[config.mk]
export PLATFORM = sky130hd
export DESIGN_NAME = ddir_regs
export DESIGN_NICKNAME = d
export VERILOG_FILES = /design/src/ddir_pkg.sv /design/src/ddir_pulse.sv /design/src/ddir_regs.sv
export VERILOG_INCLUDE_DIRS = /design/src
export SDC_FILE = /design/constraint.sdc
export NUM_CORES = 1
export LEC_CHECK = 0
export BUFFER_PORTS_ARGS = -buffer_cell sky130_fd_sc_hd__buf_2
export CORE_AREA = 2 2 93 95
export DETAILED_ROUTE_END_ITERATION = 10
export DIE_AREA = 0 0 95 97
export GPL_TIMING_DRIVEN = 0
export HOLD_SLACK_MARGIN = 0.1
export PLACE_DENSITY = 0.72
export SETUP_SLACK_MARGIN = 0.4
export SYNTH_ARGS = -nofsm -noshare
export SYNTH_HDL_FRONTEND = slang
export SYNTH_SLANG_ARGS = --single-unit
[constraint.sdc]
create_clock -name clk_sys -period 6.2 [get_ports clk_sys]
set_input_delay 0 -clock clk_sys [delete_from_list [all_inputs] [get_ports clk_sys]]
set_output_delay 0 -clock clk_sys [all_outputs]
set_load 0.01 [all_outputs]
[src/ddir_consts.svh]
// Register offsets, field positions and reset values of the drive interface register bank.
`ifndef DDIR_CONSTS_SVH
`define DDIR_CONSTS_SVH

// ----------------------------------------------------------------------
// Register offsets
// ----------------------------------------------------------------------
`define DDIR_OFF_SELECT    4'h0
`define DDIR_OFF_CYLHIGH   4'h1
`define DDIR_OFF_CYLLOW    4'h2
`define DDIR_OFF_HEAD      4'h3
`define DDIR_OFF_CONTROL   4'h4
`define DDIR_OFF_STATUS    4'h5
`define DDIR_OFF_SECTOR    4'h6
`define DDIR_OFF_MODEL     4'h7
`define DDIR_OFF_IRQSTAT   4'h8
`define DDIR_OFF_IRQMASK   4'h9

// ----------------------------------------------------------------------
// Field positions
// ----------------------------------------------------------------------
`define DDIR_SEL_PORT_HI   6
`define DDIR_SEL_PORT_LO   5
`define DDIR_SEL_DRV_HI    2
`define DDIR_CYL_HI_MSB    1
`define DDIR_HEAD_MSB      4
`define DDIR_CTL_RELEASE   7
`define DDIR_CTL_RTZ       6
`define DDIR_CTL_FCLR      4
`define DDIR_CTL_OFSAWAY   3
`define DDIR_CTL_OFSTOWARD 2
`define DDIR_CTL_LATE      1
`define DDIR_CTL_EARLY     0
`define DDIR_ST_ATTN       7
`define DDIR_ST_DPB        6
`define DDIR_ST_SEEKERR    5
`define DDIR_ST_UNUSED     4
`define DDIR_ST_WPROT      3
`define DDIR_ST_FAULT      2
`define DDIR_ST_ACCBUSY    1
`define DDIR_ST_READY      0
`define DDIR_MDL_FAMILY    7
`define DDIR_MDL_CODE_HI   2

// ----------------------------------------------------------------------
// Masks and reset values
// ----------------------------------------------------------------------
`define DDIR_SEL_WMASK     8'h67
`define DDIR_CYLH_WMASK    8'h03
`define DDIR_HEAD_WMASK    8'h1f
`define DDIR_MDL_FIXMASK   8'h07
`define DDIR_REG_RESET     8'h00
`define DDIR_IRQ_EVENTS    4
`define DDIR_IRQ_WMASK     8'h0f
`define DDIR_PULSE_CYCLES  4'h4

`endif

[src/ddir_pkg.sv]
// Types shared by the drive interface register bank.
package ddir_pkg;
    typedef logic [7:0] ddir_byte_t;
    typedef logic [3:0] ddir_addr_t;
    // Command pulse sequencer states, Gray coded.
    typedef enum logic [1:0] {
        DDIR_IDLE  = 2'b00,
        DDIR_PULSE = 2'b01,
        DDIR_HOLD  = 2'b11
    } ddir_pulse_e;
endpackage : ddir_pkg

[src/ddir_pulse.sv]
// Stretches a one-cycle command request into a fixed-width drive pulse.
`timescale 1ns/1ns
`include "ddir_consts.svh"
module ddir_pulse
    import ddir_pkg::*;
(
    input  wire logic clk_sys,
    input  wire logic rst,
    input  wire logic start,
    output logic      pulseOut
);
    ddir_pulse_e state;
    ddir_pulse_e next_state;
    logic [3:0]  count;
    wire         countDone = (count == `DDIR_PULSE_CYCLES);

    // Next state; a request while busy is absorbed so pulses never overlap.
    always_comb begin
        next_state = state;
        case (state)
            DDIR_IDLE:  if (start) next_state = DDIR_PULSE;
            DDIR_PULSE: if (countDone) next_state = DDIR_HOLD;
            DDIR_HOLD:  next_state = DDIR_IDLE;
            default:    next_state = DDIR_IDLE;
        endcase
    end

    // State, counter and registered output.
    always_ff @(posedge clk_sys or posedge rst) begin
        if (rst) begin
            state    <= DDIR_IDLE;
            count    <= 4'h0;
            pulseOut <= 1'b0;
        end else begin
            state    <= next_state;
            count    <= (next_state == DDIR_PULSE) ? count + 4'h1 : 4'h0;
            pulseOut <= (next_state == DDIR_PULSE);
        end
    end
endmodule : ddir_pulse

[src/ddir_regs.sv]
// Byte-wide register bank between the controller processor and an attached disk drive.
`timescale 1ns/1ns
`include "ddir_consts.svh"
module ddir_regs
    import ddir_pkg::*;
(
    input  wire logic       clk_sys,
    input  wire logic       rst,
    input  wire logic [3:0] regAddr,
    input  wire logic [7:0] regWrData,
    input  wire logic       regWrite,
    input  wire logic       regRead,
    output logic      [7:0] regRdData,
    output logic      [1:0] portSelect,
    output logic      [2:0] driveSelect,
    output logic      [9:0] cylinderAddr,
    output logic      [4:0] headNumber,
    output logic            releaseReservation,
    output logic            returnToTrackZero,
    output logic            faultClear,
    output logic            offsetAway,
    output logic            offsetToward,
    output logic            lateStrobe,
    output logic            earlyStrobe,
    input  wire logic [7:0] driveStatusIn,
    input  wire logic [7:0] sectorCountIn,
    input  wire logic [7:0] driveModelIn,
    output logic            irq
);
    // ------------------------------------------------------------------
    // Address decode
    // ------------------------------------------------------------------
    function automatic logic hit(input ddir_addr_t a, input ddir_addr_t off);
        hit = (a == off);
    endfunction : hit

    wire wrSelect  = regWrite & hit(regAddr, `DDIR_OFF_SELECT);
    wire wrCylHigh = regWrite & hit(regAddr, `DDIR_OFF_CYLHIGH);
    wire wrCylLow  = regWrite & hit(regAddr, `DDIR_OFF_CYLLOW);
    wire wrHead    = regWrite & hit(regAddr, `DDIR_OFF_HEAD);
    wire wrControl = regWrite & hit(regAddr, `DDIR_OFF_CONTROL);
    wire wrIrqStat = regWrite & hit(regAddr, `DDIR_OFF_IRQSTAT);
    wire wrIrqMask = regWrite & hit(regAddr, `DDIR_OFF_IRQMASK);

    // ------------------------------------------------------------------
    // Output registers
    // ------------------------------------------------------------------
    ddir_byte_t selectReg;
    ddir_byte_t cylHighReg;
    ddir_byte_t cylLowReg;
    ddir_byte_t headReg;
    ddir_byte_t controlReg;

    // Return-to-zero and fault-clear are one-cycle requests from a control write.
    wire rtzReq   = wrControl & regWrData[`DDIR_CTL_RTZ];
    wire fclrReq  = wrControl & regWrData[`DDIR_CTL_FCLR];

    // Bits 4..3 of the selection byte are masked so they always hold zero.
    // port field stored.
    always_ff @(posedge clk_sys or posedge rst) begin
        if (rst) begin
            selectReg <= `DDIR_REG_RESET;
        end else if (wrSelect) begin
            selectReg <= regWrData & `DDIR_SEL_WMASK;
        end
    end

    always_ff @(posedge clk_sys or posedge rst) begin
        if (rst) begin
            cylHighReg <= `DDIR_REG_RESET;
            cylLowReg  <= `DDIR_REG_RESET;
        end else begin
            if (wrCylHigh) cylHighReg <= regWrData & `DDIR_CYLH_WMASK;
            if (wrCylLow)  cylLowReg  <= regWrData;
        end
    end

    // A head write in the same cycle as return-to-zero loses: the seek home wins.
    // head register clear.
    always_ff @(posedge clk_sys or posedge rst) begin
        if (rst) begin
            headReg <= `DDIR_REG_RESET;
        end else if (rtzReq) begin
            headReg <= `DDIR_REG_RESET;
        end else if (wrHead) begin
            headReg <= regWrData & `DDIR_HEAD_WMASK;
        end
    end

    // Level bits of control are held; the action bits are pulsed separately.
    // offset levels held.
    always_ff @(posedge clk_sys or posedge rst) begin
        if (rst) begin
            controlReg <= `DDIR_REG_RESET;
        end else if (wrControl) begin
            controlReg <= regWrData;
        end
    end

    // ------------------------------------------------------------------
    // Drive command pulses
    // ------------------------------------------------------------------
    logic rtzPulse;
    logic fclrPulse;
    logic relPulse;

    ddir_pulse u_rtz (
        .clk_sys  (clk_sys),
        .rst      (rst),
        .start    (rtzReq),
        .pulseOut (rtzPulse)
    );

    // The drive clears its latch only if the fault has gone; we just request.
    // fault clear pulse.
    ddir_pulse u_fclr (
        .clk_sys  (clk_sys),
        .rst      (rst),
        .start    (fclrReq),
        .pulseOut (fclrPulse)
    );

    // Release is stretched like the other commands, so the drive sees a pulse
    // of the same width whichever command the processor issues.
    ddir_pulse u_rel (
        .clk_sys  (clk_sys),
        .rst      (rst),
        .start    (wrControl & regWrData[`DDIR_CTL_RELEASE]),
        .pulseOut (relPulse)
    );

    // ------------------------------------------------------------------
    // Drive-side outputs
    // ------------------------------------------------------------------
    // Drive-side outputs are registered copies so they come from flip-flops.
    always_ff @(posedge clk_sys or posedge rst) begin
        if (rst) begin
            portSelect         <= 2'h0;
            driveSelect        <= 3'h0;
            cylinderAddr       <= 10'h000;
            headNumber         <= 5'h00;
            releaseReservation <= 1'b0;
            returnToTrackZero  <= 1'b0;
            faultClear         <= 1'b0;
            offsetAway         <= 1'b0;
            offsetToward       <= 1'b0;
            lateStrobe         <= 1'b0;
            earlyStrobe        <= 1'b0;
        end else begin
            portSelect         <= selectReg[`DDIR_SEL_PORT_HI:`DDIR_SEL_PORT_LO];
            driveSelect        <= selectReg[`DDIR_SEL_DRV_HI:0];
            cylinderAddr       <= {cylHighReg[`DDIR_CYL_HI_MSB:0], cylLowReg};
            headNumber         <= headReg[`DDIR_HEAD_MSB:0];
            releaseReservation <= relPulse;
            returnToTrackZero  <= rtzPulse;
            faultClear         <= fclrPulse;
            offsetAway         <= controlReg[`DDIR_CTL_OFSAWAY];
            offsetToward       <= controlReg[`DDIR_CTL_OFSTOWARD];
            lateStrobe         <= controlReg[`DDIR_CTL_LATE];
            earlyStrobe        <= controlReg[`DDIR_CTL_EARLY];
        end
    end

    // ------------------------------------------------------------------
    // Input registers
    // ------------------------------------------------------------------
    ddir_byte_t statusReg;
    ddir_byte_t sectorReg;
    ddir_byte_t modelReg;
    logic       seekErrLatch;

    // The seek error is latched here and dropped by return-to-zero.
    // The clear is held for the whole seek-home pulse, because the drive
    // keeps reporting the error until it has seen that pulse; clearing only
    // on the write would leave the latch stuck. A reported error still wins.
    // seek error latch clear.
    always_ff @(posedge clk_sys or posedge rst) begin
        if (rst) begin
            seekErrLatch <= 1'b0;
        end else if (driveStatusIn[`DDIR_ST_SEEKERR]) begin
            seekErrLatch <= 1'b1;
        end else if (rtzReq | rtzPulse) begin
            seekErrLatch <= 1'b0;
        end
    end

    // Status is sampled every cycle; bit 4 is forced to zero.
    // attention sampled.
    always_ff @(posedge clk_sys or posedge rst) begin
        if (rst) begin
            statusReg <= `DDIR_REG_RESET;
            sectorReg <= `DDIR_REG_RESET;
            modelReg  <= `DDIR_REG_RESET;
        end else begin
            statusReg <= {driveStatusIn[7:6], seekErrLatch, 1'b0, driveStatusIn[3:0]};
            sectorReg <= sectorCountIn;
            modelReg  <= {driveModelIn[`DDIR_MDL_FAMILY], 4'h0,
                          driveModelIn[`DDIR_MDL_CODE_HI:0]};
        end
    end

    // ------------------------------------------------------------------
    // Interrupts
    // ------------------------------------------------------------------
    // Events: 0 attention, 1 seek error, 2 fault, 3 ready rose.
    // Only the event bits are flip-flops; the upper status bits read zero.
    logic [`DDIR_IRQ_EVENTS-1:0] irqBits;
    ddir_byte_t irqStat;
    ddir_byte_t irqMask;
    logic [`DDIR_IRQ_EVENTS-1:0] evNow;
    logic [`DDIR_IRQ_EVENTS-1:0] evPrev;
    wire  [`DDIR_IRQ_EVENTS-1:0] evRise = evNow & ~evPrev;

    assign evNow = {statusReg[`DDIR_ST_READY], statusReg[`DDIR_ST_FAULT],
                    statusReg[`DDIR_ST_SEEKERR], statusReg[`DDIR_ST_ATTN]};

    // Sticky bits: a set in the clearing cycle wins over the write-one clear.
    // attention prompts status check.
    genvar gi;
    generate
        for (gi = 0; gi < `DDIR_IRQ_EVENTS; gi = gi + 1) begin : g_irq
            always_ff @(posedge clk_sys or posedge rst) begin
                if (rst) begin
                    irqBits[gi] <= 1'b0;
                    evPrev[gi]  <= 1'b0;
                end else begin
                    evPrev[gi]  <= evNow[gi];
                    if (evRise[gi]) irqBits[gi] <= 1'b1;
                    else if (wrIrqStat & regWrData[gi]) irqBits[gi] <= 1'b0;
                end
            end
        end
    endgenerate
    assign irqStat = {4'h0, irqBits};

    // ------------------------------------------------------------------
    // Interrupt mask and line
    // ------------------------------------------------------------------
    // The line is registered so it comes straight from a flip-flop; it
    // therefore follows a status or mask change one cycle late.
    always_ff @(posedge clk_sys or posedge rst) begin
        if (rst) begin
            irqMask <= `DDIR_REG_RESET;
            irq     <= 1'b0;
        end else begin
            if (wrIrqMask) irqMask <= regWrData & `DDIR_IRQ_WMASK;
            irq <= |(irqStat & irqMask);
        end
    end

    // ------------------------------------------------------------------
    // Read path
    // ------------------------------------------------------------------
    // Write-only registers read back zero, as do unmapped addresses.
    // processor reads inputs.
    ddir_byte_t rdMux;
    always_comb begin
        case (regAddr)
            `DDIR_OFF_STATUS:  rdMux = statusReg;
            `DDIR_OFF_SECTOR:  rdMux = sectorReg;
            `DDIR_OFF_MODEL:   rdMux = modelReg;
            `DDIR_OFF_IRQSTAT: rdMux = irqStat;
            `DDIR_OFF_IRQMASK: rdMux = irqMask;
            default:           rdMux = 8'h00;
        endcase
    end

    // Read data stand only in the cycle after each read strobe cycle and are zero otherwise, so a
    // processor that samples late sees zero rather than stale data.
    // The mux is registered, which costs the one cycle of read latency.
    always_ff @(posedge clk_sys or posedge rst) begin
        if (rst) begin
            regRdData <= 8'h00;
        end else begin
            regRdData <= regRead ? rdMux : 8'h00;
        end
    end
endmodule : ddir_regs

==> metrics.yaml, run 1 <==
outcome: "finished clean"
synth.cell_area_um2: 4040
vias_per_cell: 5.26
die_area_um2: 9220
start_util: 0.496
ys_ff_latch: 113
antenna_found_initial: 0
critPathCaptureType: "flop"
drc: 0
vias: 2759
routedWlPerCell_um: 17.4
setup_violations: 0
cts_buffers: 17
cts.repair.resized: 0
n_antenna_cell: 0
max_freq_mhz: 515
dpl_worst_slack_ps: 4720
post-route-period-util: 0.313
synthFlopType: "dfrtp_1"
dieHeight_um: 97
comb_power_share: 0.127
fin_crit_ps: 1940
grt_pass1_vias: 2980
area_growth_pct: 38.4
nets: 453
overflow: 0
synthCells: 279
clkPwrFrac: 0.456
synth_edf_count: 0
port_buffers: 69
yosysUniqueCellTypes: 37
cts_sinks: 113
final-hold-violation-count: 0
grt_max_degree: 79
setup_slack_ps: 4260
drtIter0Drc: 161
core_area_um2: 8130
ioPinCount: 76
final_common_cell: "dfrtp_1"
min_path_type: "in2reg"
grt_setup_unrepaired: "no"
async_flop_share: 1.00
crit_type: "in2reg"
layout_common_cells: "dfrtp_1, buf_2, dlygate4sd3_1"
final_max_slew_viol_count: 0
grt_pass1_wl_um: 14800
cap_violations: 0
critical_path_required_ps: 6590
first_pass_iters: 5
die-width_um: 95
pwr-share-seq: 0.416
yosys_warnings: 0
setup-tns-final_ps: 0
post-cts-setup-buffer-count: 0
grt_use_total: 0.215
syn_nets: 325
max_slew_margin: 0.544
switching_power_uw: 567
switching_share: 0.246
cp_data_arrival_time_ps: 2330
hpwl_um: 5100
drive_gt1_frac: 0.329
yosysSeqAreaShare: 0.701
clkTransAtPathRegs_ps: 60
rows: 33
leakage_nw: 2.62
clock_latency_ps: 510
cts_tree: "built"
syn_avg_cell_area_um2: 14.5
ant_nets: 0
gp_congestion: 0.820
fin_skew_ps: 4.80
pwr_density_cell_nw_per_um2: 413
path_max_fanout: 10
p_int_mw: 1.74
tightest_slew_ps: 683
cts_root_buf: "clkbuf_8"
wl_um: 9120
start_kind: "input port"
ir_worst_vdd_mv: 0.217
htreeDepth: 4
clockBufferDepth: 2
==> power groups by stage <==
stage          registers [mW]  clock network (mW)  logic [mW]
2_1_floorplan           0.974                   0       0.147
3_3_place_gp            0.960                   0       0.258
3_5_place_dp            0.969                   0       0.271
4_1_cts                 0.962                1.07       0.297
5_1_grt                 0.978                1.10       0.328
6_report                0.961                1.05       0.294
==> flip-flops by register name, indices dropped and copies added (netlist names), 2 cells and up <==
| name | flops |
|---|---|
| statusReg | 7 |
| cylLowReg | 8 |
| cylHighReg | 2 |
| headNumber | 5 |
| driveSelect | 3 |
| cylinderAddr | 10 |
| modelReg | 4 |
| evPrev | 4 |
| headReg | 5 |
| portSelect | 2 |
| u_rel.count | 4 |
| u_fclr.count | 4 |
| irqBits | 4 |
| irqMask | 4 |
| u_rel.state | 2 |
| sectorReg | 8 |
| u_fclr.state | 2 |
| regRdData | 8 |
| u_rtz.count | 4 |
| u_rtz.state | 2 |
| controlReg | 4 |
| selectReg | 5 |
==> per-layer routing <==
| layer | global-route usage | wire [µm] | vias to the layer above |
|---|---|---|---|
| met4 | 0.110 | 254 | 0 |
| met3 | 0.0553 | 404 | 19 |
| met2 | 0.343 | 4640 | 90 |
| li1 | - | - | 1254 |
| met1 | 0.268 | 3830 | 1396 |
| met5 | 0 | 0 | - |
==> final timing paths <==
path,start,depth (start not counted),slack (ps),endpoint
min in group asynchronous,rst,4,680,u_rel.count[0]
hold / removal,sectorCountIn[2],2,130,sectorReg[2]
max in group asynchronous,rst,5,4790,evPrev[1]
hold reg to reg,u_fclr.pulseOut,0,350,faultClear
setup reg to reg,irqMask[0],4,4470,regRdData[0]
setup / recovery,regAddr[1],7,4260,regRdData[0]
==> repair_timing <==
item                       4_1_cts  5_1_grt
setup endpoints to repair        0        0
hold endpoints to repair       180        0
hold buffers                    39        0
==> cells by family after synthesis <==
family,share of synthesized area
flops,0.701
simple gates,0.112
compound gates,0.0521
mux,0.0803
buf+inv,0.0232
xor+xnor,0.0130
fa+ha+maj,0.0186
==> synth_stat cells, types with 3 or more instances <==
cell type | instances | share of area
dfrtp_1 | 113 | 0.70
mux2_2 | 27 | 0.075
nand3_1 | 17 | 0.021
inv_1 | 12 | 0.011
nor2_1 | 9 | 0.0084
nor4_1 | 9 | 0.014
ha_1 | 6 | 0.019
nand2_1 | 6 | 0.0056
nor2b_1 | 6 | 0.0093
a21oi_1 | 5 | 0.0062
a22oi_1 | 5 | 0.0093
nand4_1 | 5 | 0.0077
o21ai_0 | 5 | 0.0062
a22o_1 | 4 | 0.0087
a311oi_1 | 4 | 0.0087
a31oi_1 | 3 | 0.0047
buf_2 | 3 | 0.0037
clkbuf_1 | 3 | 0.0028
nand2b_1 | 3 | 0.0047
nor3_1 | 3 | 0.0037
nor4b_1 | 3 | 0.0065
xnor2_1 | 3 | 0.0065
xor2_1 | 3 | 0.0065
==> critical path: stages <==
cell	delay, ps
dlygate4sd3_1	520
buf_2	140
buf_6	140
clkbuf_1	430
a2bb2oi_1	440
a311oi_1	90
dlygate4sd3_1	570
==> metrics by stage <==
stage | area (µm²) | std cells | power, mW | utilization | hold WS, ps
floorplan | 4040 | 279 | 1.12 | - | 31.4
global placement | 4510 | 453 | 1.22 | 0.555 | 108
detailed placement | 4540 | 454 | 1.24 | 0.559 | 53.8
CTS | 5590 | 525 | 2.32 | 0.687 | 109
global route | 5590 | 525 | 2.41 | 0.687 | 123
finish | 5590 | 525 | 2.31 | 0.687 | 128
==> final cells by class <==
type,count,area (µm²)
multi-input cells,146,1110
flip-flops and latches,113,2830
inverters,12,47.5
clock buffers,20,445
plain buffers,8,48.8
fillers,549,2550
repair buffers,109,763
clock inverters,12,206
well taps,105,131
(Power assumes the default switching activity.)
==> run 2: changes to the inputs <==
==> constraint.sdc (replaced) <==
create_clock -name clk_sys -period 2 [get_ports clk_sys]
set_input_delay 0 -clock clk_sys [delete_from_list [all_inputs] [get_ports clk_sys]]
set_output_delay 0 -clock clk_sys [all_outputs]
set_load 0.01 [all_outputs]
==> run 2 against run 1 <==
Compared with the run above: clock power increased to 2.8 times the previous value; die area unchanged; via count fell by 1.0%; sequential share of layout area increased by 0.47 points; clock skew increased by 0.96 ps; clock-buffer cell count is the same; wire length shrank 7.5%; critical path type unchanged; register-to-register slack got worse by 3800 ps; sequential cell count is the same; critical endpoint is now headReg[3]; combinational power rose to 3.1 times the previous value; final cell count grew 0.19%; sequential power rose to 3.1 times the previous value.
==> metrics.yaml, run 2 (synthesized netlist as in run 1, its figures left out) <==
drtIter0Drc: 122
fin_skew_ps: 5.75
fin_crit_ps: 1480
reg2reg_slack_ps: 690
first_pass_iters: 5
min_path_type: "in2reg"
routedWlPerCell_um: 16.0
worstReg2RegStart: "u_rel.state[1]"
wl_um: 8430
final_common_cell: "dfrtp_1"
cts_root_buf: "clkbuf_8"
critPathCaptureType: "flop"
layout_common_cells: "dfrtp_1, buf_2, dlygate4sd3_1"
setup_slack_ps: 518
final_max_slew_viol_count: 0
port_buffers: 69
max_freq_mhz: 675
htreeDepth: 4
drive_gt1_frac: 0.340
grt_setup_unrepaired: "no"
dieHeight_um: 97
final-hold-violation-count: 0
vias_per_cell: 5.19
antenna_found_initial: 0
ioPinCount: 76
clockBufferDepth: 2
top_register: "cylinderAddr"
critical_path_required_ps: 2430
ant_nets: 0
dpl_worst_slack_ps: 521
setup-tns-final_ps: 0
outcome: "finished clean"
die_area_um2: 9220
vias: 2731
timing.rr.end: "u_rel.count[2]"
grt_use_total: 0.206
min_to: "sectorReg[7]"
n_antenna_cell: 0
crit_start: "regAddr[0]"
gp_congestion: 0.808
ir_worst_vdd_mv: 0.576
hpwl_um: 5160
drc: 0
cap_violations: 0
tightest_slew_ps: 523
die-width_um: 95
cts_buffers: 17
crit_type: "in2reg"
whs_path_depth: 2
rows: 33
start_kind: "input port"
overflow: 0
grt_max_degree: 40
pwr_density_cell_nw_per_um2: 1220
grt_pass1_vias: 2953
grt_pass1_wl_um: 14100
hp-start: "sectorCountIn[7]"
setup_violations: 0
path_max_fanout: 10
start_util: 0.496
leakage_nw: 2.61
cts_tree: "built"
largest_reg_flops: 10
nets: 454
cts_sinks: 113
cp_data_arrival_time_ps: 1910
reg2regPathDepth: 3
max_slew_margin: 0.650
clkTransAtPathRegs_ps: 50
core_area_um2: 8130
nFillCells: 549
post-route-period-util: 0.741
area_growth_pct: 37.1
clock_latency_ps: 510
-- run 2: power breakdown --
group	switching, mW	total (mW)	internal, mW	leakage, nW
Clock	0.977	2.89	1.91	0.284
Sequential	0.226	2.96	2.74	1.39
Combinational	0.457	0.906	0.449	0.935
Total	1.66	6.76	5.09	2.61
-- run 2: critical path: stages --
cell,delay [ps]
dlygate4sd3_1,550
buf_6,160
clkbuf_1,370
nand4_1,130
dlygate4sd3_1,580
a21oi_1,120
-- run 2: worst max path at each step --
stage | end | slack [ps] | depth (start not counted)
after floorplan | controlReg[0] | 630 | 1
after global placement | sectorReg[6] | 3 | 2
after detailed placement | u_rel.count[2] | 520 | 3
after CTS | headReg[3] | 520 | 7
after global routing | headReg[3] | 430 | 6
final | headReg[3] | 520 | 6
-- run 2: per-layer routing --
layer  global-route usage  vias up  share of wire
li1                     -     1255              -
met1                0.251     1380           0.43
met2                0.335       80           0.51
met3               0.0685       16          0.043
met4               0.0803        0          0.022
met5                    0        -              0
-- run 2: layout make-up --
type,instances,area [µm²],area share
buffer,8,50.0,0.00904
clock buffer,20,435,0.0787
clock inverter,12,140,0.0253
inverter,12,48.8,0.00882
multi-input combinational,146,1120,0.202
sequential,113,2830,0.511
tap,105,131,0.0237
timing repair buffer,110,781,0.141
-- run 2: metrics by stage --
step / hold slack (ps) / power [mW] / util / std cells / cell area (µm²)
finish: 123 / 6.76 / 0.680 / 526 / 5530
global route: 119 / 7.10 / 0.680 / 526 / 5530
CTS: 103 / 6.80 / 0.678 / 524 / 5510
detailed placement: -48.6 / 3.84 / 0.563 / 456 / 4580
global placement: 108 / 3.77 / 0.555 / 453 / 4520
floorplan: 31.4 / 3.48 / - / 279 / 4040
-- run 2: what timing repair did --
item,4_1_cts,5_1_grt
endpoints found under the hold margin,182,0
hold buffers,36,0
buffers inserted,0,2
resized for setup,0,3
setup endpoints to repair,0,2
